===== config.mk =====
export PLATFORM = sky130hd
export DESIGN_NAME = vme_slave_window_and_csr_ctrl
export DESIGN_NICKNAME = d
export VERILOG_FILES = /design/src/core/csr_bit_ctrl.v /design/src/core/vme_slave_window_and_csr_ctrl.v /design/src/core/window_decode.v
export VERILOG_INCLUDE_DIRS = /design/src /design/src/core
export SDC_FILE = /design/constraint.sdc
export NUM_CORES = 1
export LEC_CHECK = 0
export BUFFER_PORTS_ARGS = -buffer_cell sky130_fd_sc_hd__buf_4
export CORE_ASPECT_RATIO = 0.5
export CORE_UTILIZATION = 54
export DETAILED_ROUTE_END_ITERATION = 12
export GPL_ROUTABILITY_DRIVEN = 1
export PLACE_DENSITY_LB_ADDON = 0.12
export REMOVE_ABC_BUFFERS = 1
export SETUP_SLACK_MARGIN = 0.02
export SYNTH_ARGS = -nofsm -noshare
export SYNTH_HDL_FRONTEND = slang
export SYNTH_SLANG_ARGS = --single-unit

===== constraint.sdc =====
create_clock -name core_clk -period 2.9 [get_ports core_clk]
set_input_delay 0.58 -clock core_clk [delete_from_list [all_inputs] [get_ports core_clk]]
set_output_delay 0.58 -clock core_clk [all_outputs]
set_load 0.01 [all_outputs]

===== src/core/vme_slave_window_defines.vh =====
// Register offsets, field positions and reset values for the slave
// window and CR/CSR control block. Definitions only.
`ifndef VME_SLAVE_WINDOW_DEFINES_VH
`define VME_SLAVE_WINDOW_DEFINES_VH

`define OFS_WIN_CTRL         12'hFCC
`define OFS_WIN_BASE         12'hFD0
`define OFS_WIN_BOUND        12'hFD4
`define OFS_WIN_XLATE        12'hFD8
`define OFS_CSR_BIT_CLEAR    12'hFF4
`define OFS_CSR_BIT_SET      12'hFF8
`define OFS_CFG_WIN_BASE     12'hFFC

`define CTL_IMAGE_EN_BIT     31
`define CTL_POSTED_WR_BIT    30
`define CTL_PREFETCH_BIT     29
`define CTL_PROG_DATA_HI     23
`define CTL_PROG_DATA_LO     22
`define CTL_PRIV_HI          21
`define CTL_PRIV_LO          20
`define CTL_VME_SPACE_HI     18
`define CTL_VME_SPACE_LO     16
`define CTL_WIDE_PCI_BIT     7
`define CTL_LOCK_RMW_BIT     6
`define CTL_LOCAL_SPACE_HI   1
`define CTL_LOCAL_SPACE_LO   0

`define WIN_ADDR_HI          31
`define WIN_ADDR_LO          16

`define CSR_BOARD_RESET_BIT  31
`define CSR_SYSTEM_FAIL_BIT  30
`define CSR_BOARD_FAIL_BIT   29

`define CFG_BASE_FIELD_HI    31
`define CFG_BASE_FIELD_LO    27
`define CFG_ADDR_SEL_HI      23
`define CFG_ADDR_SEL_LO      19

`define LOCAL_SPACE_MEM      2'h0
`define LOCAL_SPACE_IO       2'h1
`define LOCAL_SPACE_CFG      2'h2

`define RST_WIN_ADDR         16'h0000
`define RST_PROG_DATA        2'h3
`define RST_PRIV             2'h3
`define RST_VME_SPACE        3'h0
`define RST_LOCAL_SPACE      2'h0
`define RST_CFG_BASE         5'h00
`define BOARD_FAIL_VALUE     1'b0

`endif


===== src/core/csr_bit_ctrl.v =====
// Bit-set / bit-clear state for board reset and system fail.
// Assumes at most one of set or clear writes in a given cycle.
`timescale 1ns/1ps
`include "vme_slave_window_defines.vh"

module csr_bit_ctrl (
  input  wire core_clk,
  input  wire rst_b,
  input  wire vme_rst_b,
  input  wire sysfail_power_opt,
  input  wire set_wr,
  input  wire clr_wr,
  input  wire from_vme,
  input  wire board_reset_bit,
  input  wire system_fail_bit,
  output reg  board_reset_r,
  output reg  system_fail_r
);

  wire reset_wr_ok;

  // Local-bus writes never touch the board reset
  assign reset_wr_ok = from_vme;

  always @(posedge core_clk) begin
    if (!rst_b || !vme_rst_b) begin
      board_reset_r <= 1'b0;
    end else if (set_wr && reset_wr_ok && board_reset_bit) begin
      board_reset_r <= 1'b1;
    end else if (clr_wr && reset_wr_ok && board_reset_bit) begin
      board_reset_r <= 1'b0;
    end
  end

  // Strap is caught by the synchronous reset, so every reset reloads it
  always @(posedge core_clk) begin
    if (!rst_b || !vme_rst_b) begin
      system_fail_r <= sysfail_power_opt;
    end else if (set_wr && system_fail_bit) begin
      system_fail_r <= 1'b1;
    end else if (clr_wr && system_fail_bit) begin
      system_fail_r <= 1'b0;
    end
  end

endmodule // csr_bit_ctrl


===== src/core/vme_slave_window_and_csr_ctrl.v =====
// Control registers and decode for one inbound VMEbus slave window,
// plus the CR/CSR bit-set, bit-clear and window base registers.
// Assumes register accesses are single-cycle strobes synchronous to
// core_clk, from either the VMEbus side or the local bus side.
`timescale 1ns/1ps
`include "vme_slave_window_defines.vh"

module vme_slave_window_and_csr_ctrl #(
  parameter AW = 32,
  parameter DW = 32,
  parameter RW = 12,
  parameter FW = 16
) (
  input  wire          core_clk,
  input  wire          rst_b,
  input  wire          vme_rst_b,
  input  wire          sysfail_power_opt,
  input  wire          pci_master_enable,
  input  wire          reg_wr,
  input  wire          reg_rd,
  input  wire          reg_from_vme,
  input  wire [RW-1:0] reg_addr,
  input  wire [DW-1:0] reg_wdata,
  output reg  [DW-1:0] reg_rdata_r,
  output reg           reg_rvalid_r,
  input  wire          vme_req,
  input  wire          vme_write,
  input  wire          vme_program,
  input  wire          vme_super,
  input  wire [2:0]    vme_space,
  input  wire          vme_cr_csr,
  input  wire [AW-1:0] vme_addr,
  output reg           win_claim_r,
  output reg           win_posted_r,
  output reg           win_prefetch_r,
  output reg  [1:0]    win_local_space_r,
  output reg  [AW-1:0] win_dest_addr_r,
  output reg           cfg_claim_r,
  output reg           local_reset_out_b_r,
  output reg           system_fail_line_r
);

  // Window control fields
  reg           image_en_r;
  reg           posted_write_enable_r;
  reg           prefetch_read_enable_r;
  reg  [1:0]    prog_data_sel_r;
  reg  [1:0]    priv_sel_r;
  reg  [2:0]    vme_space_sel_r;
  reg           wide_pci_en_r;
  reg           lock_rmw_en_r;
  reg  [1:0]    local_space_select_r;

  // Window address registers, upper halves only
  reg  [FW-1:0] window_lower_limit_r;
  reg  [FW-1:0] window_upper_limit_r;
  reg  [FW-1:0] address_translation_offset_r;

  // CR/CSR window base field
  reg  [4:0]    cfg_base_r;

  wire          any_rst;
  wire          wr_ctrl;
  wire          wr_base;
  wire          wr_bound;
  wire          wr_xlate;
  wire          wr_set;
  wire          wr_clr;
  wire          wr_cfg;
  wire          in_range;
  wire [AW-1:0] dest_addr;
  wire          board_reset;
  wire          system_fail;
  wire          mem_space;
  wire          win_claim_nxt;
  wire          cfg_claim_nxt;
  reg  [DW-1:0] rdata_nxt;

  assign any_rst  = !rst_b || !vme_rst_b;
  assign wr_ctrl  = reg_wr && (reg_addr == `OFS_WIN_CTRL);
  assign wr_base  = reg_wr && (reg_addr == `OFS_WIN_BASE);
  assign wr_bound = reg_wr && (reg_addr == `OFS_WIN_BOUND);
  assign wr_xlate = reg_wr && (reg_addr == `OFS_WIN_XLATE);
  assign wr_set   = reg_wr && (reg_addr == `OFS_CSR_BIT_SET);
  assign wr_clr   = reg_wr && (reg_addr == `OFS_CSR_BIT_CLEAR);
  assign wr_cfg   = reg_wr && (reg_addr == `OFS_CFG_WIN_BASE);

  // Control register: enables, AM filters and local space select
  always @(posedge core_clk) begin
    if (any_rst) begin
      image_en_r             <= 1'b0;
      posted_write_enable_r  <= 1'b0;
      prefetch_read_enable_r <= 1'b0;
      prog_data_sel_r        <= `RST_PROG_DATA;
      priv_sel_r             <= `RST_PRIV;
      vme_space_sel_r        <= `RST_VME_SPACE;
      wide_pci_en_r          <= 1'b0;
      lock_rmw_en_r          <= 1'b0;
      local_space_select_r   <= `RST_LOCAL_SPACE;
    end else if (wr_ctrl) begin
      image_en_r             <= reg_wdata[`CTL_IMAGE_EN_BIT];
      posted_write_enable_r  <= reg_wdata[`CTL_POSTED_WR_BIT];
      prefetch_read_enable_r <= reg_wdata[`CTL_PREFETCH_BIT];
      prog_data_sel_r        <=
        reg_wdata[`CTL_PROG_DATA_HI:`CTL_PROG_DATA_LO];
      priv_sel_r             <= reg_wdata[`CTL_PRIV_HI:`CTL_PRIV_LO];
      vme_space_sel_r        <=
        reg_wdata[`CTL_VME_SPACE_HI:`CTL_VME_SPACE_LO];
      wide_pci_en_r          <= reg_wdata[`CTL_WIDE_PCI_BIT];
      lock_rmw_en_r          <= reg_wdata[`CTL_LOCK_RMW_BIT];
      local_space_select_r   <=
        reg_wdata[`CTL_LOCAL_SPACE_HI:`CTL_LOCAL_SPACE_LO];
    end
  end

  // Base register; low half is reserved and not stored
  always @(posedge core_clk) begin
    if (any_rst) begin
      window_lower_limit_r <= `RST_WIN_ADDR;
    end else if (wr_base) begin
      window_lower_limit_r <= reg_wdata[`WIN_ADDR_HI:`WIN_ADDR_LO];
    end
  end

  // Bound register
  always @(posedge core_clk) begin
    if (any_rst) begin
      window_upper_limit_r <= `RST_WIN_ADDR;
    end else if (wr_bound) begin
      window_upper_limit_r <= reg_wdata[`WIN_ADDR_HI:`WIN_ADDR_LO];
    end
  end

  // Translation offset register
  always @(posedge core_clk) begin
    if (any_rst) begin
      address_translation_offset_r <= `RST_WIN_ADDR;
    end else if (wr_xlate) begin
      address_translation_offset_r <=
        reg_wdata[`WIN_ADDR_HI:`WIN_ADDR_LO];
    end
  end

  // CR/CSR base field
  always @(posedge core_clk) begin
    if (any_rst) begin
      cfg_base_r <= `RST_CFG_BASE;
    end else if (wr_cfg) begin
      cfg_base_r <= reg_wdata[`CFG_BASE_FIELD_HI:`CFG_BASE_FIELD_LO];
    end
  end

  csr_bit_ctrl u_csr_bits (
    .core_clk          (core_clk),
    .rst_b             (rst_b),
    .vme_rst_b         (vme_rst_b),
    .sysfail_power_opt (sysfail_power_opt),
    .set_wr            (wr_set),
    .clr_wr            (wr_clr),
    .from_vme          (reg_from_vme),
    .board_reset_bit   (reg_wdata[`CSR_BOARD_RESET_BIT]),
    .system_fail_bit   (reg_wdata[`CSR_SYSTEM_FAIL_BIT]),
    .board_reset_r     (board_reset),
    .system_fail_r     (system_fail)
  );

  window_decode #(
    .AW (AW),
    .FW (FW)
  ) u_decode (
    .src_addr      (vme_addr),
    .src_space     (vme_space),
    .src_program   (vme_program),
    .src_super     (vme_super),
    .lower_limit   (window_lower_limit_r),
    .upper_limit   (window_upper_limit_r),
    .xlate_offset  (address_translation_offset_r),
    .space_sel     (vme_space_sel_r),
    .prog_data_sel (prog_data_sel_r),
    .priv_sel      (priv_sel_r),
    .in_range      (in_range),
    .dest_addr     (dest_addr)
  );

  assign mem_space = (local_space_select_r == `LOCAL_SPACE_MEM);

  // Enable and bus-master gate both sit ahead of the address match
  assign win_claim_nxt = vme_req && !vme_cr_csr && in_range &&
                         image_en_r &&
                         pci_master_enable;

  // Field value zero is not a valid window, leaving thirty-one
  assign cfg_claim_nxt = vme_req && vme_cr_csr &&
                         (cfg_base_r != 5'h00) &&
                         (vme_addr[`CFG_ADDR_SEL_HI:`CFG_ADDR_SEL_LO] ==
                          cfg_base_r);

  // Decode results registered one cycle after the request
  always @(posedge core_clk) begin
    if (any_rst) begin
      win_claim_r       <= 1'b0;
      win_posted_r      <= 1'b0;
      win_prefetch_r    <= 1'b0;
      win_local_space_r <= `RST_LOCAL_SPACE;
      win_dest_addr_r   <= {AW{1'b0}};
      cfg_claim_r       <= 1'b0;
    end else begin
      win_claim_r       <= win_claim_nxt;
      // I/O and config cycles always stay coupled
      win_posted_r      <= win_claim_nxt && vme_write && mem_space &&
                           posted_write_enable_r;
      win_prefetch_r    <= win_claim_nxt && !vme_write && mem_space &&
                           prefetch_read_enable_r;
      win_local_space_r <= local_space_select_r;
      win_dest_addr_r   <= win_claim_nxt ? dest_addr : {AW{1'b0}};
      cfg_claim_r       <= cfg_claim_nxt;
    end
  end

  // Pin images: local reset is driven low while board reset is held
  always @(posedge core_clk) begin
    if (!rst_b) begin
      local_reset_out_b_r <= 1'b1;
      system_fail_line_r  <= 1'b0;
    end else begin
      local_reset_out_b_r <= !board_reset;
      system_fail_line_r  <= system_fail;
    end
  end

  // Read mux; unmapped and reserved bits read zero
  always @* begin
    rdata_nxt = {DW{1'b0}};
    case (reg_addr)
      `OFS_WIN_CTRL: begin
        rdata_nxt[`CTL_IMAGE_EN_BIT]  = image_en_r;
        rdata_nxt[`CTL_POSTED_WR_BIT] = posted_write_enable_r;
        rdata_nxt[`CTL_PREFETCH_BIT]  = prefetch_read_enable_r;
        rdata_nxt[`CTL_PROG_DATA_HI:`CTL_PROG_DATA_LO] = prog_data_sel_r;
        rdata_nxt[`CTL_PRIV_HI:`CTL_PRIV_LO] = priv_sel_r;
        rdata_nxt[`CTL_VME_SPACE_HI:`CTL_VME_SPACE_LO] = vme_space_sel_r;
        rdata_nxt[`CTL_WIDE_PCI_BIT]  = wide_pci_en_r;
        rdata_nxt[`CTL_LOCK_RMW_BIT]  = lock_rmw_en_r;
        rdata_nxt[`CTL_LOCAL_SPACE_HI:`CTL_LOCAL_SPACE_LO] =
          local_space_select_r;
      end
      `OFS_WIN_BASE: begin
        rdata_nxt[`WIN_ADDR_HI:`WIN_ADDR_LO] = window_lower_limit_r;
      end
      `OFS_WIN_BOUND: begin
        rdata_nxt[`WIN_ADDR_HI:`WIN_ADDR_LO] = window_upper_limit_r;
      end
      `OFS_WIN_XLATE: begin
        rdata_nxt[`WIN_ADDR_HI:`WIN_ADDR_LO] =
          address_translation_offset_r;
      end
      `OFS_CSR_BIT_CLEAR, `OFS_CSR_BIT_SET: begin
        rdata_nxt[`CSR_BOARD_RESET_BIT] = board_reset;
        rdata_nxt[`CSR_SYSTEM_FAIL_BIT] = system_fail;
        rdata_nxt[`CSR_BOARD_FAIL_BIT]  = `BOARD_FAIL_VALUE;
      end
      `OFS_CFG_WIN_BASE: begin
        rdata_nxt[`CFG_BASE_FIELD_HI:`CFG_BASE_FIELD_LO] = cfg_base_r;
      end
      default: begin
        rdata_nxt = {DW{1'b0}};
      end
    endcase
  end

  always @(posedge core_clk) begin
    if (!rst_b) begin
      reg_rdata_r  <= {DW{1'b0}};
      reg_rvalid_r <= 1'b0;
    end else begin
      reg_rdata_r  <= reg_rd ? rdata_nxt : {DW{1'b0}};
      reg_rvalid_r <= reg_rd;
    end
  end

endmodule // vme_slave_window_and_csr_ctrl


===== src/core/window_decode.v =====
// Combinational address decode and translation for one slave window.
// Assumes all inputs are stable register values and a sampled address.
`timescale 1ns/1ps
`include "vme_slave_window_defines.vh"

module window_decode #(
  parameter AW = 32,
  parameter FW = 16
) (
  input  wire [AW-1:0] src_addr,
  input  wire [2:0]    src_space,
  input  wire          src_program,
  input  wire          src_super,
  input  wire [FW-1:0] lower_limit,
  input  wire [FW-1:0] upper_limit,
  input  wire [FW-1:0] xlate_offset,
  input  wire [2:0]    space_sel,
  input  wire [1:0]    prog_data_sel,
  input  wire [1:0]    priv_sel,
  output wire          in_range,
  output wire [AW-1:0] dest_addr
);

  wire [AW-1:0] base_full;
  wire [AW-1:0] bound_full;
  wire [AW-1:0] offset_full;
  wire          above_base;
  wire          below_bound;
  wire          am_ok;

  assign base_full   = {lower_limit, {(AW-FW){1'b0}}};
  assign bound_full  = {upper_limit, {(AW-FW){1'b0}}};
  assign offset_full = {xlate_offset, {(AW-FW){1'b0}}};

  assign above_base  = (src_addr >= base_full);
  // A zero bound opens the window to the top of the space
  assign below_bound = (upper_limit == {FW{1'b0}}) ||
                       (src_addr < bound_full);
  assign am_ok = (src_program ? prog_data_sel[1] : prog_data_sel[0]) &&
                 (src_super ? priv_sel[1] : priv_sel[0]) &&
                 (src_space == space_sel);
  assign in_range = above_base && below_bound && am_ok;

  // Modulo sum: negative offsets arrive as two's complement
  assign dest_addr = src_addr + offset_full;

endmodule // window_decode


Yosys cells after proc, flatten, opt, wreduce, memory -nomap -nowiden
Index checks and enable logic that the tools add are counted.
{"block": "classes", "order_cmp": 2, "addsub": 1, "div": 0, "mul": 0, "mux": 13, "eq_ne": 9, "bitwise": 1, "shifts": 0, "n_reduce_logical": 46}
{"op": "== test 12 bit (second input constant)", "n": 7}
{"op": "adder 32 bit", "n": 1}
{"op": ">= comparator 32 bit", "n": 1}
{"op": "less-than comparator 32 bit", "n": 1}
{"op": "logical AND 1 bit", "n": 30}
{"op": "case mux 3 bit (6 select lines)", "n": 1}
{"op": "logical NOT 16 bit", "n": 1}
{"op": "case mux 4 bit (4 select lines)", "n": 1}
{"op": "case mux 3 bit (4 select lines)", "n": 1}
{"op": "case mux 3 bit (3 select lines)", "n": 1}
{"op": "case mux 2 bit (4 select lines)", "n": 1}
{"op": "two-way mux 1 bit", "n": 7}
{"op": "== test 5 bit", "n": 1}
{"op": "logical NOT 1 bit", "n": 5}
{"op": "nonzero test 5 bit", "n": 1}
{"op": "OR reduction 2 bit", "n": 2}
{"op": "== test 3 bit", "n": 1}
{"op": "case mux 1 bit (3 select lines)", "n": 1}
{"op": "AND reduction 3 bit", "n": 1}
{"op": "nonzero test 3 bit", "n": 1}
{"op": "logical NOT 2 bit", "n": 1}
{"op": "logical OR 1 bit", "n": 2}
{"op": "AND reduction 2 bit", "n": 1}
{"op": "nonzero test 2 bit", "n": 1}
{"op": "NOT 1 bit", "n": 1}
{"block": "word_totals", "wordCells": 99, "rom_bits": 0, "mem_bits_rw": 0, "output_inout_bits": 73, "latchBits": 0, "regBits": 142, "memories": 0}

Depth between registers and ports, before layout
Gate-level depths: netlist of run 1.
{"block": "depth", "word_depth": 10, "mapped_depth": 10, "mapped_depth_nobuf": 9}

Hierarchy
From an unflattened synthesis of run 1, not the netlist that was laid out.
{"block": "hier_totals", "hier_cells": 721, "hier_area_um2": 6740.2}
{"module": "vme_slave_window_and_csr_ctrl", "area_per_inst_um2": 4962.3, "instances": 1, "cells_per_inst": 487}
{"module": "window_decode", "area_per_inst_um2": 1672.9, "instances": 1, "cells_per_inst": 223}
{"module": "csr_bit_ctrl", "area_per_inst_um2": 105.1, "instances": 1, "cells_per_inst": 11}

Worst setup path before layout of run 1
No wires, ideal clock.
{"block": "synth_path", "kind": "input port to flip-flop", "from": "in vme_addr[19]", "to": "reg win_dest_addr_r[18]", "arrival_ns": 2.158, "stages": 9, "setup_slack_ns": 0.612, "path_cell_list": "ha_1 > a21o_1 > a211oi_1 > nand4_1 > o21bai_1 > a32o_1 > buf_2 > buf_1 > nor3_1"}
{"block": "synth_between", "elab_chain_cells": 9}
{"item": "start, declared", "line": "vme_slave_window_and_csr_ctrl.v:32", "rtl": "input wire [AW-1:0] vme_addr,"}
{"item": "less-than comparator 32 bit", "line": "window_decode.v:38", "rtl": "(src_addr < bound_full);"}
{"item": "logical OR 1 bit", "line": "window_decode.v:37", "rtl": "assign below_bound = (upper_limit == {FW{1'b0}}) ||"}
{"item": "logical AND 1 bit (*) (2 in a row)", "line": "window_decode.v:42", "rtl": "assign in_range = above_base && below_bound && am_ok;"}
{"item": "logical AND 1 bit (*) (2 in a row)", "line": "vme_slave_window_and_csr_ctrl.v:188", "rtl": "assign win_claim_nxt = vme_req && !vme_cr_csr && in_range &&"}
{"item": "logical AND 1 bit (*)", "line": "vme_slave_window_and_csr_ctrl.v:189", "rtl": "image_en_r &&"}
{"item": "NOT 1 bit (no line) (*)"}
{"item": "OR reduction 2 bit (no line) (*)"}
{"item": "end signal, assigned", "line": "vme_slave_window_and_csr_ctrl.v:205", "rtl": "win_dest_addr_r <= {AW{1'b0}};"}
{"item": "end signal, assigned", "line": "vme_slave_window_and_csr_ctrl.v:215", "rtl": "win_dest_addr_r <= win_claim_nxt ? dest_addr : {AW{1'b0}};"}
{"item": "end, declared", "line": "vme_slave_window_and_csr_ctrl.v:37", "rtl": "output reg [AW-1:0] win_dest_addr_r,"}
Mark *: on every way between the ends. The rest lies on a longest branch, timed or not.
A chain may end at the register's enable or synchronous reset.

Final worst setup path of run 1
{"block": "layout_path", "from": "reg window_lower_limit_r[1]", "to": "reg win_dest_addr_r[26]"}
{"block": "layout_between", "elab_chain_cells": 8}
{"item": "start, declared", "line": "vme_slave_window_and_csr_ctrl.v:55", "rtl": "reg [FW-1:0] window_lower_limit_r;"}
{"item": "start signal, assigned", "line": "vme_slave_window_and_csr_ctrl.v:119", "rtl": "window_lower_limit_r <= `RST_WIN_ADDR;"}
{"item": "start signal, assigned", "line": "vme_slave_window_and_csr_ctrl.v:121", "rtl": "window_lower_limit_r <= reg_wdata[`WIN_ADDR_HI:`WIN_ADDR_LO];"}
{"item": ">= comparator 32 bit", "line": "window_decode.v:35", "rtl": "assign above_base = (src_addr >= base_full);"}
{"item": "logical AND 1 bit (2 in a row)", "line": "window_decode.v:42"}
{"item": "logical AND 1 bit (2 in a row)", "line": "vme_slave_window_and_csr_ctrl.v:188"}
{"item": "logical AND 1 bit", "line": "vme_slave_window_and_csr_ctrl.v:189"}
{"item": "NOT 1 bit (no line)"}
{"item": "OR reduction 2 bit (no line)"}
No other way between the ends.

==> flow_results.org, run 1 <==
** Critical path
- The critical path in this run is classified as reg2reg.
- Data arrives at the worst endpoint at 2.78 ns.
- Crit end category :: flop
- Counting both buffers and inverters, the worst setup path holds a total of 2.
- In this run the worst path has a maximum fanout of 35.
- Cell breakdown of the critical path :: inv_1 -> ha_1 -> nor4bb_1 -> nand3_1 -> nor3_1 -> o21bai_1 -> a32o_1 -> buf_12 -> nor4b_2
- Data on the critical path is required at its endpoint by 3.22 ns.
- The critical path crosses 9 cells after its start point.
- Maximum single-stage delay on the critical path :: 0.41 ns
- Nature of the critical path startpoint :: flop
- On the critical path the largest part of the delay comes from simple AND/OR/NAND/NOR gates.
- Worst-path cell with the longest stage delay :: dfxtp_1
- Measured in cells, the most critical reg-to-reg path has a length of 9.

** Cells and area
- Top library cells by usage in the layout, fill and taps aside :: nand2_1, buf_4, dfxtp_1
- Core utilization of the finished layout :: 70.9%
- For this run, the post-layout net count is 1081.
- Fraction of final layout cells with drive strength greater than 1 :: 23.7%
- Leaving out fill and tap cells, the most frequent cell in the layout is nand2_1.
- Area growth syn-to-layout :: 27.2%
- Final Non-Filler Cells :: 1121

** Global route
- Number of global-route vias before repair :: 5645
- The number of antenna violations at the first check in global routing is 1.
- Summed over all layers, the global routing overflow is 0.
- Entering global routing, the biggest net connects 60 pins.
- Global Route Usage Sum :: 30.6%
- The first global-routing pass estimated 29000 um of wire.

** Power and ir drop
- Summed over all cells, the static leakage comes to 3.38 nW.
- Power density of the placed cells :: 520 mW/mm^2
- Internal power of the cells :: 3.31 mW
- Total power consumption of the routed design :: 4.37 mW
- Per report_power, the sequential group accounts for 41.0% of the total.
- Worst vdd ir :: 0.340 mV
- In this run, the clock network consumes 51.7% of the power.
- Combinational logic burns 7.4% of the power.
- Net switching is 24.3% of the power.
- Net switching component of the power :: 1.06 mW

** Clock tree
- Later-pin clock latency in the skew report :: 0.42 ns
- Once the clock tree was built, the setup fixing pass inserted 0 buffers.
- Clock-pin slew was measured on the worst setup and hold paths at 0.06 ns.
- CTS tree :: done
- The H-tree generated during clock tree synthesis spans 4 levels.
- The number of gates resized after CTS was 0.
- Clock tree synthesis selected as its root buffer the cell clkbuf_16.
- In this run, CTS created clock tree buffers numbering 17.
- Hold buffer count at cts :: 0
- Counting along the longest clock path gives a buffer depth of 2.
- For this design, the sink count on the clock tree is 130.

** Routing
- Using the TritonRoute via totals, the vias-per-cell ratio works out to 5.56.
- Final routed DRC violation total :: 0
- In the final routed layout, each cell accounts on average for 17.1 um.
- 1st-pass router iterations :: 5
- Via total after detailed routing :: 6235
- Once detail routing completed, the nets flagged for antenna violations numbered 0.
- The final layout contains routed wiring with a total length of 19100 um.
- For this block, the initial DRC count from the detailed router was 682.

** Timing
- Final setup viols :: 0
- The final hold violation count was 0.
- Across the routed clock network, the largest skew measured is 0.0116 ns.
- Worst-case headroom to the max-slew limit :: 46.6%
- The number of max-slew violations in the final report was 0.
- For the pin with the worst max-slew slack, the measured transition is 0.799 ns.
- Max Clock Freq :: 406 MHz
- Period utilization :: 85.0%
- Setup repair after global routing left no endpoint under its margin.
- The tightest hold path in the finished design has a slack of 0.375 ns.
- Setup tns final :: 0 ns
- Final min period :: 2.46 ns

** Floorplanning
- 165 I/O pins were placed.
- Core Region :: 0.0119 sq mm
- Die Width :: 159 um
- From bottom edge to top edge, the die measures 80.3 um.
- Once the floorplan was initialized, standard cells occupied 55.7% of the core.
- After floorplanning, the core was divided into 28 placement rows.
- Full die area :: 0.0127 sq mm

** Logic synthesis
- After synthesis, flip-flops and latches occupy 39.5% of the total area.
- Each instance of the synthesized netlist takes up on average 8.25 sq um.
- The synthesized netlist contains 62 unique library cells.
- Gate Count Post-Synth :: 802
- Count of flip-flops with a built-in enable after synthesis :: 1
- Cell area after synthesis :: 0.00662 sq mm
- For this run, the leading register cell type out of synthesis is dfxtp_1.
- Ys Warns :: 0
- In the synthesized netlist the async set-or-reset flop fraction comes to 0%.
- Number of register bits inferred by synthesis :: 130

** Worst hold path
- In this run the worst hold path is classified as in2reg.
- Hold path cells :: 2

** Status
- Outcome :: finished, final reports clean

** Place
- Number of buffers inserted by port buffering :: 140
- Gp weighted congestion :: 0.917
- HPWL reported at the end of detailed placement :: 14000 um
- The number of placed instances, taps included, is 1088.

** Job
- The tool flagged a number of max-cap violations equal to 0.
[final cells by class]
class	instances	area [sq um]
well taps	165	206
diodes	1	2.50
repair buffers	158	1220
clock buffers	17	425
clock inverters	15	195
inverters	58	218
multi-input cells	577	3540
fillers	963	3460
flip-flops and latches	130	2610
[worst paths after layout]
| check | start | end | slack [ns] |
|---|---|---|---|
| worst max-delay path | window_lower_limit_r[1] | win_dest_addr_r[26] | 0.44 |
| worst min-delay path | rst_b | local_reset_out_b_r | 0.38 |
| worst max register to register | window_lower_limit_r[1] | win_dest_addr_r[26] | 0.44 |
| worst min register to register | u_csr_bits.board_reset_r | local_reset_out_b_r | 0.43 |
[synthesized netlist by cell type, types with 2 or more instances]
library cell,count,area [sq um]
o211ai_1,8,60.1
nor4b_4,2,47.6
buf_4,16,120
o21a_1,4,30.0
a22oi_1,5,37.5
nand2b_1,4,25.0
ha_1,46,576
a21oi_1,75,375
and2_1,7,43.8
dfxtp_1,129,2580
buf_6,4,45.0
buf_2,11,55.1
nand2_1,169,634
and4_1,3,26.3
a31oi_1,3,18.8
a211oi_1,3,22.5
a222oi_1,9,90.1
o21ai_0,20,100
clkbuf_1,13,48.8
nand3_1,22,110
o21bai_1,2,15.0
a21oi_2,26,228
nor4b_2,2,30.0
buf_1,3,11.3
o2111ai_1,3,26.3
nor4_1,10,62.6
inv_1,58,218
and3_1,10,62.6
xor2_1,12,105
nor3_1,38,190
a21o_1,9,67.6
nor2b_1,5,31.3
nand4_1,6,37.5
nor2_1,27,101
mux2i_1,6,60.1
xnor2_1,6,52.6
[power by group through the flow]
stage                     registers [mW]  logic [mW]  clock network [mW]
after floorplan                     1.83       0.135                   0
after global placement              1.83       0.309                   0
after detailed placement            1.83       0.314                   0
after CTS                           1.79       0.317                2.27
after global routing                1.79       0.349                2.35
final                               1.79       0.322                2.26
[metrics by stage]
step                      area (sq um)  worst slack (ns)
after global routing              8420             0.313
after floorplan                   6360             0.369
after global placement            7800             0.210
final                             8420             0.436
after detailed placement          7800             0.119
after CTS                         8420             0.444
[sequential cells by signal, indices dropped and copies added, names as in the netlist, 2 cells and up]
register                      cells
address_translation_offset_r     16
cfg_base_r                        5
local_space_select_r              2
priv_sel_r                        2
prog_data_sel_r                   2
reg_rdata_r                      20
vme_space_sel_r                   3
win_dest_addr_r                  32
win_local_space_r                 2
window_lower_limit_r             16
window_upper_limit_r             16
[layer usage]
layer | share of wire, % | track usage (%) | wire length (um)
met5 | 0 | 0 | 0
met4 | 1.3 | 9.62 | 247
met3 | 11 | 8.69 | 2110
met2 | 43 | 47.2 | 8170
met1 | 45 | 41.1 | 8630
[cell families after synthesis]
group / after synthesis / synth area share, %
adder cells (fa/ha/maj): 47 / 9.00
buffers and inverters: 106 / 7.75
other: 1 / 0.0567
AND/OR/NAND/NOR: 315 / 22.7
XOR/XNOR: 18 / 2.38
flip-flops: 130 / 39.5
multiplexers: 7 / 1.08
AO/OA/AOI/OAI: 178 / 17.6
Note: power is estimated with default switching activity, not from simulation.
==> run 2, diff against run 1 <==
Settings changed: CORE_UTILIZATION 54 to 49.
Clock period 2.9 ns to 2 ns, I/O delays scaled along.
==> flow_results.org, run 2 (synthesis results as in run 1) <==
** Timing
- Setup repair after global routing could not meet its margin everywhere.
- Setup tns final :: -3.03 ns (-3.03 ns)
- Worst-case headroom to the max-slew limit :: 62.2% (+16 points)
- The worst clock skew is 0.00976 ns (-0.00182 ns).
- Period utilization :: 108% (+23 points)
- Final setup viols :: 35 (+35)
- Count of final max-slew check failures :: 0 (unchanged)
- Max Clock Freq :: 462 MHz (+14%)
- The final hold violation count came to 0 (unchanged).
- Worst-Margin Slew :: 0.563 ns (-0.236 ns)
- The time the worst path needs with I/O delays and setup was 2.16 ns (-0.300 ns).
- The final worst-path setup slack came to -0.164 ns (-0.600 ns).

** Routing
- The detailed-route wire length per cell was 18.2 um (+6.7%).
- Iteration-0 DRC Markers :: 652 (-4.4%)
- The first-pass detailed-route iteration total came to 10 (+5).
- The detail-routed via count per cell is 5.67 (+1.9%).
- The detailed-route via count came to 6920 (+11%).
- The DRC violations left is 13 (+13).
- DRT Wirelength :: 22200 um (+16%)
- Remaining antenna violation count :: 0 (unchanged)

** Power and ir drop
- The switching power of the nets came to 1.68 mW (+58%).
- The clock group share of total power was 49.2% (-2.5 points).
- The final total power is 6.34 mW (+45%).
- The proportion of power drawn by flip-flops and latches is 41.0% (about the same).
- Internal power of the cells :: 4.66 mW (+41%)
- The leakage component of the power came to 4.02 nW (+19%).
- The maximum ir drop on the vdd rail was 0.565 mV (+66%).
- The logic gate share of total power is 9.8% (+2.4 points).
- The total power density per cell area is 654 mW/mm^2 (+26%).
- The switching part of the total power came to 26.5% (+2.2 points).

** Cells and area
- Largest register FFs :: 32 (unchanged)
- The post-route core utilization is 75.0% (+4.1 points).
- The share of cells above drive strength 1 is 37.5% (+14 points).
- Counting flops per register, the top entry is win_dest_addr_r.
- Most common cell after layout, fill and taps aside :: buf_4
- The number of nets in the finished design came to 1177 (+8.9%).
- In the final layout, the registers with the most flip-flops are win_dest_addr_r: 32 flops, reg_rdata_r: 20 flops.
- Leaving out fill and tap cells, the most frequent cells in the layout are buf_4, nand2_1, dfxtp_1.
- Count of inserted antenna diode cells :: 0 (-1)
- Area growth syn-to-layout :: 46.4%

** Critical path
- Crit end category :: flop
- STA classifies the critical path startpoint as a flop.
- Data required time at the worst endpoint :: 2.35 ns (-0.87 ns)
- Maximum fanout along the worst path :: 5 (-86%)
- The worst setup path is of the reg2reg kind.
- Register-to-register setup slack :: -0.16 ns (-0.60 ns)
- Worst path arrival time :: 2.52 ns (-0.26 ns)

** Global route
- The number of global-route vias before repair came to 6540 (+16%).
- Global Route Usage Sum :: 31.4% (+0.79 points)
- Wire length of the first global-routing pass :: 34200 um (+18%)
- Initial antenna violation count :: 0 (-1)
- The maximum number of pins on one net before global-route repair is 34 (-43%).
- Total congestion overflow :: 0 (unchanged)

** Floorplanning
- Core Region :: 0.0129 sq mm (+8.8%)
- Die Width :: 166 um (+4.9%)
- The number of placed I/O pins came to 165 (unchanged).
- Standard-cell rows :: 29 (+3.6%)
- The vertical extent of the die came to 84.2 um (+4.9%).
- Effective utilization at floorplan :: 51.2% (-4.5 points)
- The area of the die is 0.0140 sq mm (+10%).

** Status
- Violations in the final reports :: DRC, setup timing
- Outcome :: finished with violations

** Worst hold path
- Path type of the worst min-delay path :: in2reg

** Job
- Maxcap violations :: 0 (unchanged)

** Clock tree
- The clock sink count is 130 (unchanged).
- The number of CTS-inserted buffers was 17 (unchanged).
- Clock slew at reported path FFs :: 0.06 ns (about the same)
- TritonCTS built the clock tree.
- Later-pin clock latency in the skew report :: 0.42 ns (about the same)
- H-tree levels :: 4 (unchanged)
- Root buf cell :: clkbuf_16
- The maximum clock path buffer count was 2 (unchanged).
- Hold buffer count at cts :: 0 (unchanged)

** Place
- The final weighted congestion in routability-driven placement is 0.895 (-2.4%).
- HPWL reported at the end of detailed placement :: 15100 um (+8.2%)
- The number of I/O port buffers came to 140 (unchanged).
-- run 2: cell count changes in the layout (fill, tap and decap cells not counted), sizes merged --
cell	change
buf	+95
clkbuf	+1
inv	+3
diode	-1
clkinvlp	-1
bufinv	-2
-- run 2: final timing paths --
path | from | endpoint | depth (start not counted)
max | window_lower_limit_r[0] | win_prefetch_r | 9
min | vme_addr[10] | win_dest_addr_r[10] | 3
max reg2reg | window_lower_limit_r[0] | win_prefetch_r | 9
min reg2reg | u_csr_bits.board_reset_r | local_reset_out_b_r | 1
-- run 2: per-layer routing --
metal	track usage, %	wire length [um]	up-vias
met5	0	0	-
met4	10.6	537	0
met3	9.34	2580	68
met2	48.9	9790	404
met1	41.6	9340	3215
li1	-	-	3233
-- run 2: stage by stage --
step	std cells	worst slack (ns)	hold WS [ns]	area, sq um
finish	1221	-0.164	0.211	9690
global route	1221	-0.209	0.220	9690
CTS	1220	-0.0866	0.211	9520
detailed placement	1185	-0.403	0.400	8590
global placement	1185	-0.379	0.397	8590
floorplan	765	-0.351	0.374	6360
-- run 2: layout make-up --
cell class,instances,area [sq um]
Fill cell,960,3220
Tap cell,170,213
Timing Repair Buffer,254,2110
Clock buffer,17,425
Clock inverter,15,161
Multi-Input combinational cell,577,3930
Inverter,58,218
Sequential cell,130,2630
-- run 2: worst max-delay path: stages, from the launching register on --
cell and delay [ns]:
dfxtp_2 0.33, ha_1 0.29, nor4bb_4 0.29, nand3_1 0.13
nor3_2 0.19, o21bai_1 0.10, a32o_2 0.32, buf_12 0.16
buf_16 0.14, nor3_2 0.15
-- run 2: power by group through the flow --
| stage | clock, mW | combinational, mW | sequential [mW] |
|---|---|---|---|
| 2_1_floorplan | 0 | 0.195 | 2.66 |
| 3_3_place_gp | 0 | 0.499 | 2.66 |
| 3_5_place_dp | 0 | 0.507 | 2.66 |
| 4_1_cts | 3.13 | 0.572 | 2.60 |
| 5_1_grt | 3.24 | 0.661 | 2.60 |
| 6_report | 3.12 | 0.621 | 2.60 |
-- run 2: timing repair --
item / CTS / global route
setup endpoints to repair: 35 / 35
pin swaps: 7 / 8
setup buffers: 1 / 0
gates cloned: 2 / 1
resized for setup: 58 / 31
==> run 3, diff against run 2 <==
Settings changed: CORE_ASPECT_RATIO 0.5 to 1.2.
==> flow_results.org, run 3 (synthesis results as in run 1) <==
** Status
- Outcome :: finished with violations
- Violations in the final reports :: setup timing

** Critical path
- Worst-path cell with the longest stage delay :: dfxtp_1
- The critical path arrival was 2.46 ns (-0.06 ns).
- Maximum fanout along the worst path :: 17 (+12)
- The required arrival time at the worst endpoint came to 2.33 ns (-0.02 ns).
- The largest stage delay on the critical path came to 0.33 ns (about the same).
- The startpoint identified for the worst register-to-register timing path is window_lower_limit_r[11].
- STA classifies the critical path endpoint as a flop.
- Critical setup path kind :: reg2reg
- STA classifies the critical path startpoint as a flop.
- The worst register-to-register path ends at win_dest_addr_r[26].
- The signal on the critical path passes through inv_1 -> ha_1 -> o21ai_0 -> a21oi_1 -> o21ai_1 -> o21bai_1 -> a32o_2 -> clkbuf_16 -> nor4b_2.
- The register-to-register setup slack was -0.12 ns (+0.04 ns).
- The number of cells on the worst reg-to-reg path is 9 (unchanged).

** Global route
- Most heavily used metal layer in global routing :: met2
- M2 GR Usage :: 54.1% (+5.2 points)
- Met3 layer usage reported by global route :: 6.14% (-3.2 points)
- Total congestion overflow :: 0 (unchanged)
- Wire length of the first global-routing pass :: 32600 um (-4.6%)
- Number of global-route vias before repair :: 6752 (+3.2%)
- The met1 demand-to-capacity share in global routing is 34.6% (-7.0 points).
- Initial antenna violation count :: 0 (unchanged)
- The maximum number of pins on one net before global-route repair is 36 (+5.9%).
- Global Route Usage Sum :: 30.6% (-0.81 points)

** Routing
- The number of DRC markers in iteration 0 came to 522 (-20%).
- DRT Wirelength :: 21300 um (-4.2%)
- Via total after detailed routing :: 6749 (-2.5%)
- Routed wirelength normalized by instance count :: 17.3 um (-5.2%)
- Final routed DRC violation total :: 0 (-13)
- Remaining antenna violation count :: 0 (unchanged)
- The detail-routed via count per cell was 5.47 (-3.5%).
- The first-pass detailed-route iteration total came to 6 (-4).

** Cells and area
- The flip-flop count of the largest register, all copies and words added is 32 (unchanged).
- Count of inserted antenna diode cells :: 0 (unchanged)
- Leaving out fill and tap cells, the most frequent cell in the layout is buf_4.
- The largest registers in the layout are win_dest_addr_r: 32 flops, reg_rdata_r: 20 flops.
- The library cells used most frequently in the layout, excluding fill and tap cells, are buf_4, nand2_1, dfxtp_1.
- The number of nets in the finished design is 1192 (+1.3%).
- Core utilization of the finished layout :: 72.7% (-2.3 points)
- The register with the most flip-flops in the final layout is win_dest_addr_r.
- The area growth from synthesis to layout is 44.8%.
- The finished layout cell area is 0.00959 sq mm (-1.1%).
- Final Non-Filler Cells :: 1234 (+1.1%)
- Fraction of final layout cells with drive strength greater than 1 :: 36.9% (-0.62 points)

** Worst hold path
- Hold-critical path endpoint :: win_dest_addr_r[5]
- Path type of the worst min-delay path :: in2reg
- Hold path cells :: 3 (unchanged)
- In this run the most critical hold path is launched from vme_addr[5].

** Floorplanning
- Die Width :: 108 um (-35%)
- Standard-cell rows :: 46 (+59%)
- Die span in y :: 129 um (+54%)
- The area of the die is 0.0140 sq mm (-0.19%).
- # IOs :: 165 (unchanged)
- The effective utilization at floorplan was 50.2% (-1.0 points).
- The area of the core region came to 0.0132 sq mm (+2.0%).

** Timing
- Max Clock Skew :: 0.00752 ns (-0.00223 ns)
- The aggregate negative setup slack is -1.41 ns (+1.62 ns).
- The relative slew slack came to 57.3% (-5.0 points).
- The actual transition at the worst max-transition pin came to 0.637 ns (+0.0739 ns).
- Final min period :: 2.12 ns (-0.0422 ns)
- Setup repair after global routing could not meet its margin everywhere.
- Setup WS post-layout :: -0.122 ns (+0.0422 ns)
- Count of final max-slew check failures :: 0 (unchanged)
- The post-route fraction of the period consumed by the critical path came to 106% (-2.1 points).
- The worst hold margin was 0.215 ns (+0.00465 ns).
- Final hold violation count :: 0 (unchanged)
- The achievable clock frequency was 471 MHz (+2.0%).
- Final setup viols :: 30 (-14%)

** Clock tree
- TritonCTS built the clock tree.
- Clock slew at reported path FFs :: 0.06 ns (about the same)
- Later-pin clock latency in the skew report :: 0.42 ns (about the same)
- CTS sink count :: 130 (unchanged)
- Clock Tree Buf Depth :: 2 (unchanged)
- Number of buffers inserted during clock tree synthesis :: 17 (unchanged)
- The maximum level of the CTS H-tree is 4 (unchanged).
- The tree is rooted in a clkbuf_16.

** Power and ir drop
- The leakage component of the power is 4.03 nW (+0.27%).
- Sequential fraction of design power :: 42.6% (+1.6 points)
- Switching share of total power :: 24.3% (-2.2 points)
- Net switching component of the power :: 1.48 mW (-12%)
- Power density of the placed cells :: 636 mW/mm^2 (-2.8%)
- The maximum ir drop on the vdd rail came to 0.523 mV (-7.4%).
- The logic gate share of total power is 9.6% (-0.2 points).
- The final total power came to 6.10 mW (-3.9%).
- The clock group share of total power came to 47.8% (-1.4 points).
- The internal power component was 4.61 mW (-1.0%).

** Place
- The placed standard-cell area came to 0.00860 sq mm (about the same).
- The number of placed cells counting well taps was 1191 (+0.51%).
- The post-placement worst setup slack came to -0.462 ns (-0.0581 ns).
- The final weighted congestion in routability-driven placement is 0.904 (+1.0%).
- HPWL reported at the end of detailed placement :: 15200 um (+0.88%)
- The number of I/O port buffers is 140 (unchanged).

** Job
- Maxcap violations :: 0 (unchanged)
-- run 3: area by class of cell --
type	instances	area (sq um)
sequential	130	2640
tap	168	210
clock inverter	13	110
fill	1000	3590
multi-input combinational	577	3820
clock buffer	19	443
timing repair buffer	269	2150
inverter	58	218
-- run 3: what timing repair did --
item | 4_1_cts | 5_1_grt
hold buffers | 0 | 0
cloned | 0 | 3
endpoints found under the setup margin | 35 | 35
endpoints found under the hold margin | 0 | 0
pin swaps | 14 | 5
gates resized for setup | 34 | 35
setup buffers | 4 | 4
-- run 3: layer usage --
layer  up-vias  wire length (um)
li1       3262                 -
met3        62              1370
met2       283             10800
met5         -                 0
met4         0               750
met1      3142              8350
-- run 3: worst max path at each step --
stage / startpoint / endpoint / slack [ns]
2_1_floorplan: vme_addr[19] / win_dest_addr_r[21] / -0.35
3_3_place_gp: vme_addr[16] / win_dest_addr_r[30] / -0.37
3_5_place_dp: vme_addr[16] / win_dest_addr_r[30] / -0.46
4_1_cts: address_translation_offset_r[0] / win_dest_addr_r[30] / -0.09
5_1_grt: window_lower_limit_r[6] / win_dest_addr_r[5] / -0.18
6_report: window_lower_limit_r[11] / win_dest_addr_r[26] / -0.12
-- run 3: worst max-delay path, delay by kind of cell (launching register included) --
family	cells	cell delay (ns)
AOI/OAI and AO/OA	5	0.93
and+or+nand+nor	1	0.19
DFF	1	0.33
buffers and inverters	2	0.28
adders and majority gates	1	0.30
-- run 3: power groups by stage --
stage / Sequential (mW) / Clock [mW] / Combinational, mW
6_report: 2.60 / 2.91 / 0.586
5_1_grt: 2.60 / 3.05 / 0.632
4_1_cts: 2.60 / 2.94 / 0.530
3_5_place_dp: 2.66 / 0 / 0.515
3_3_place_gp: 2.66 / 0 / 0.499
2_1_floorplan: 2.66 / 0 / 0.195
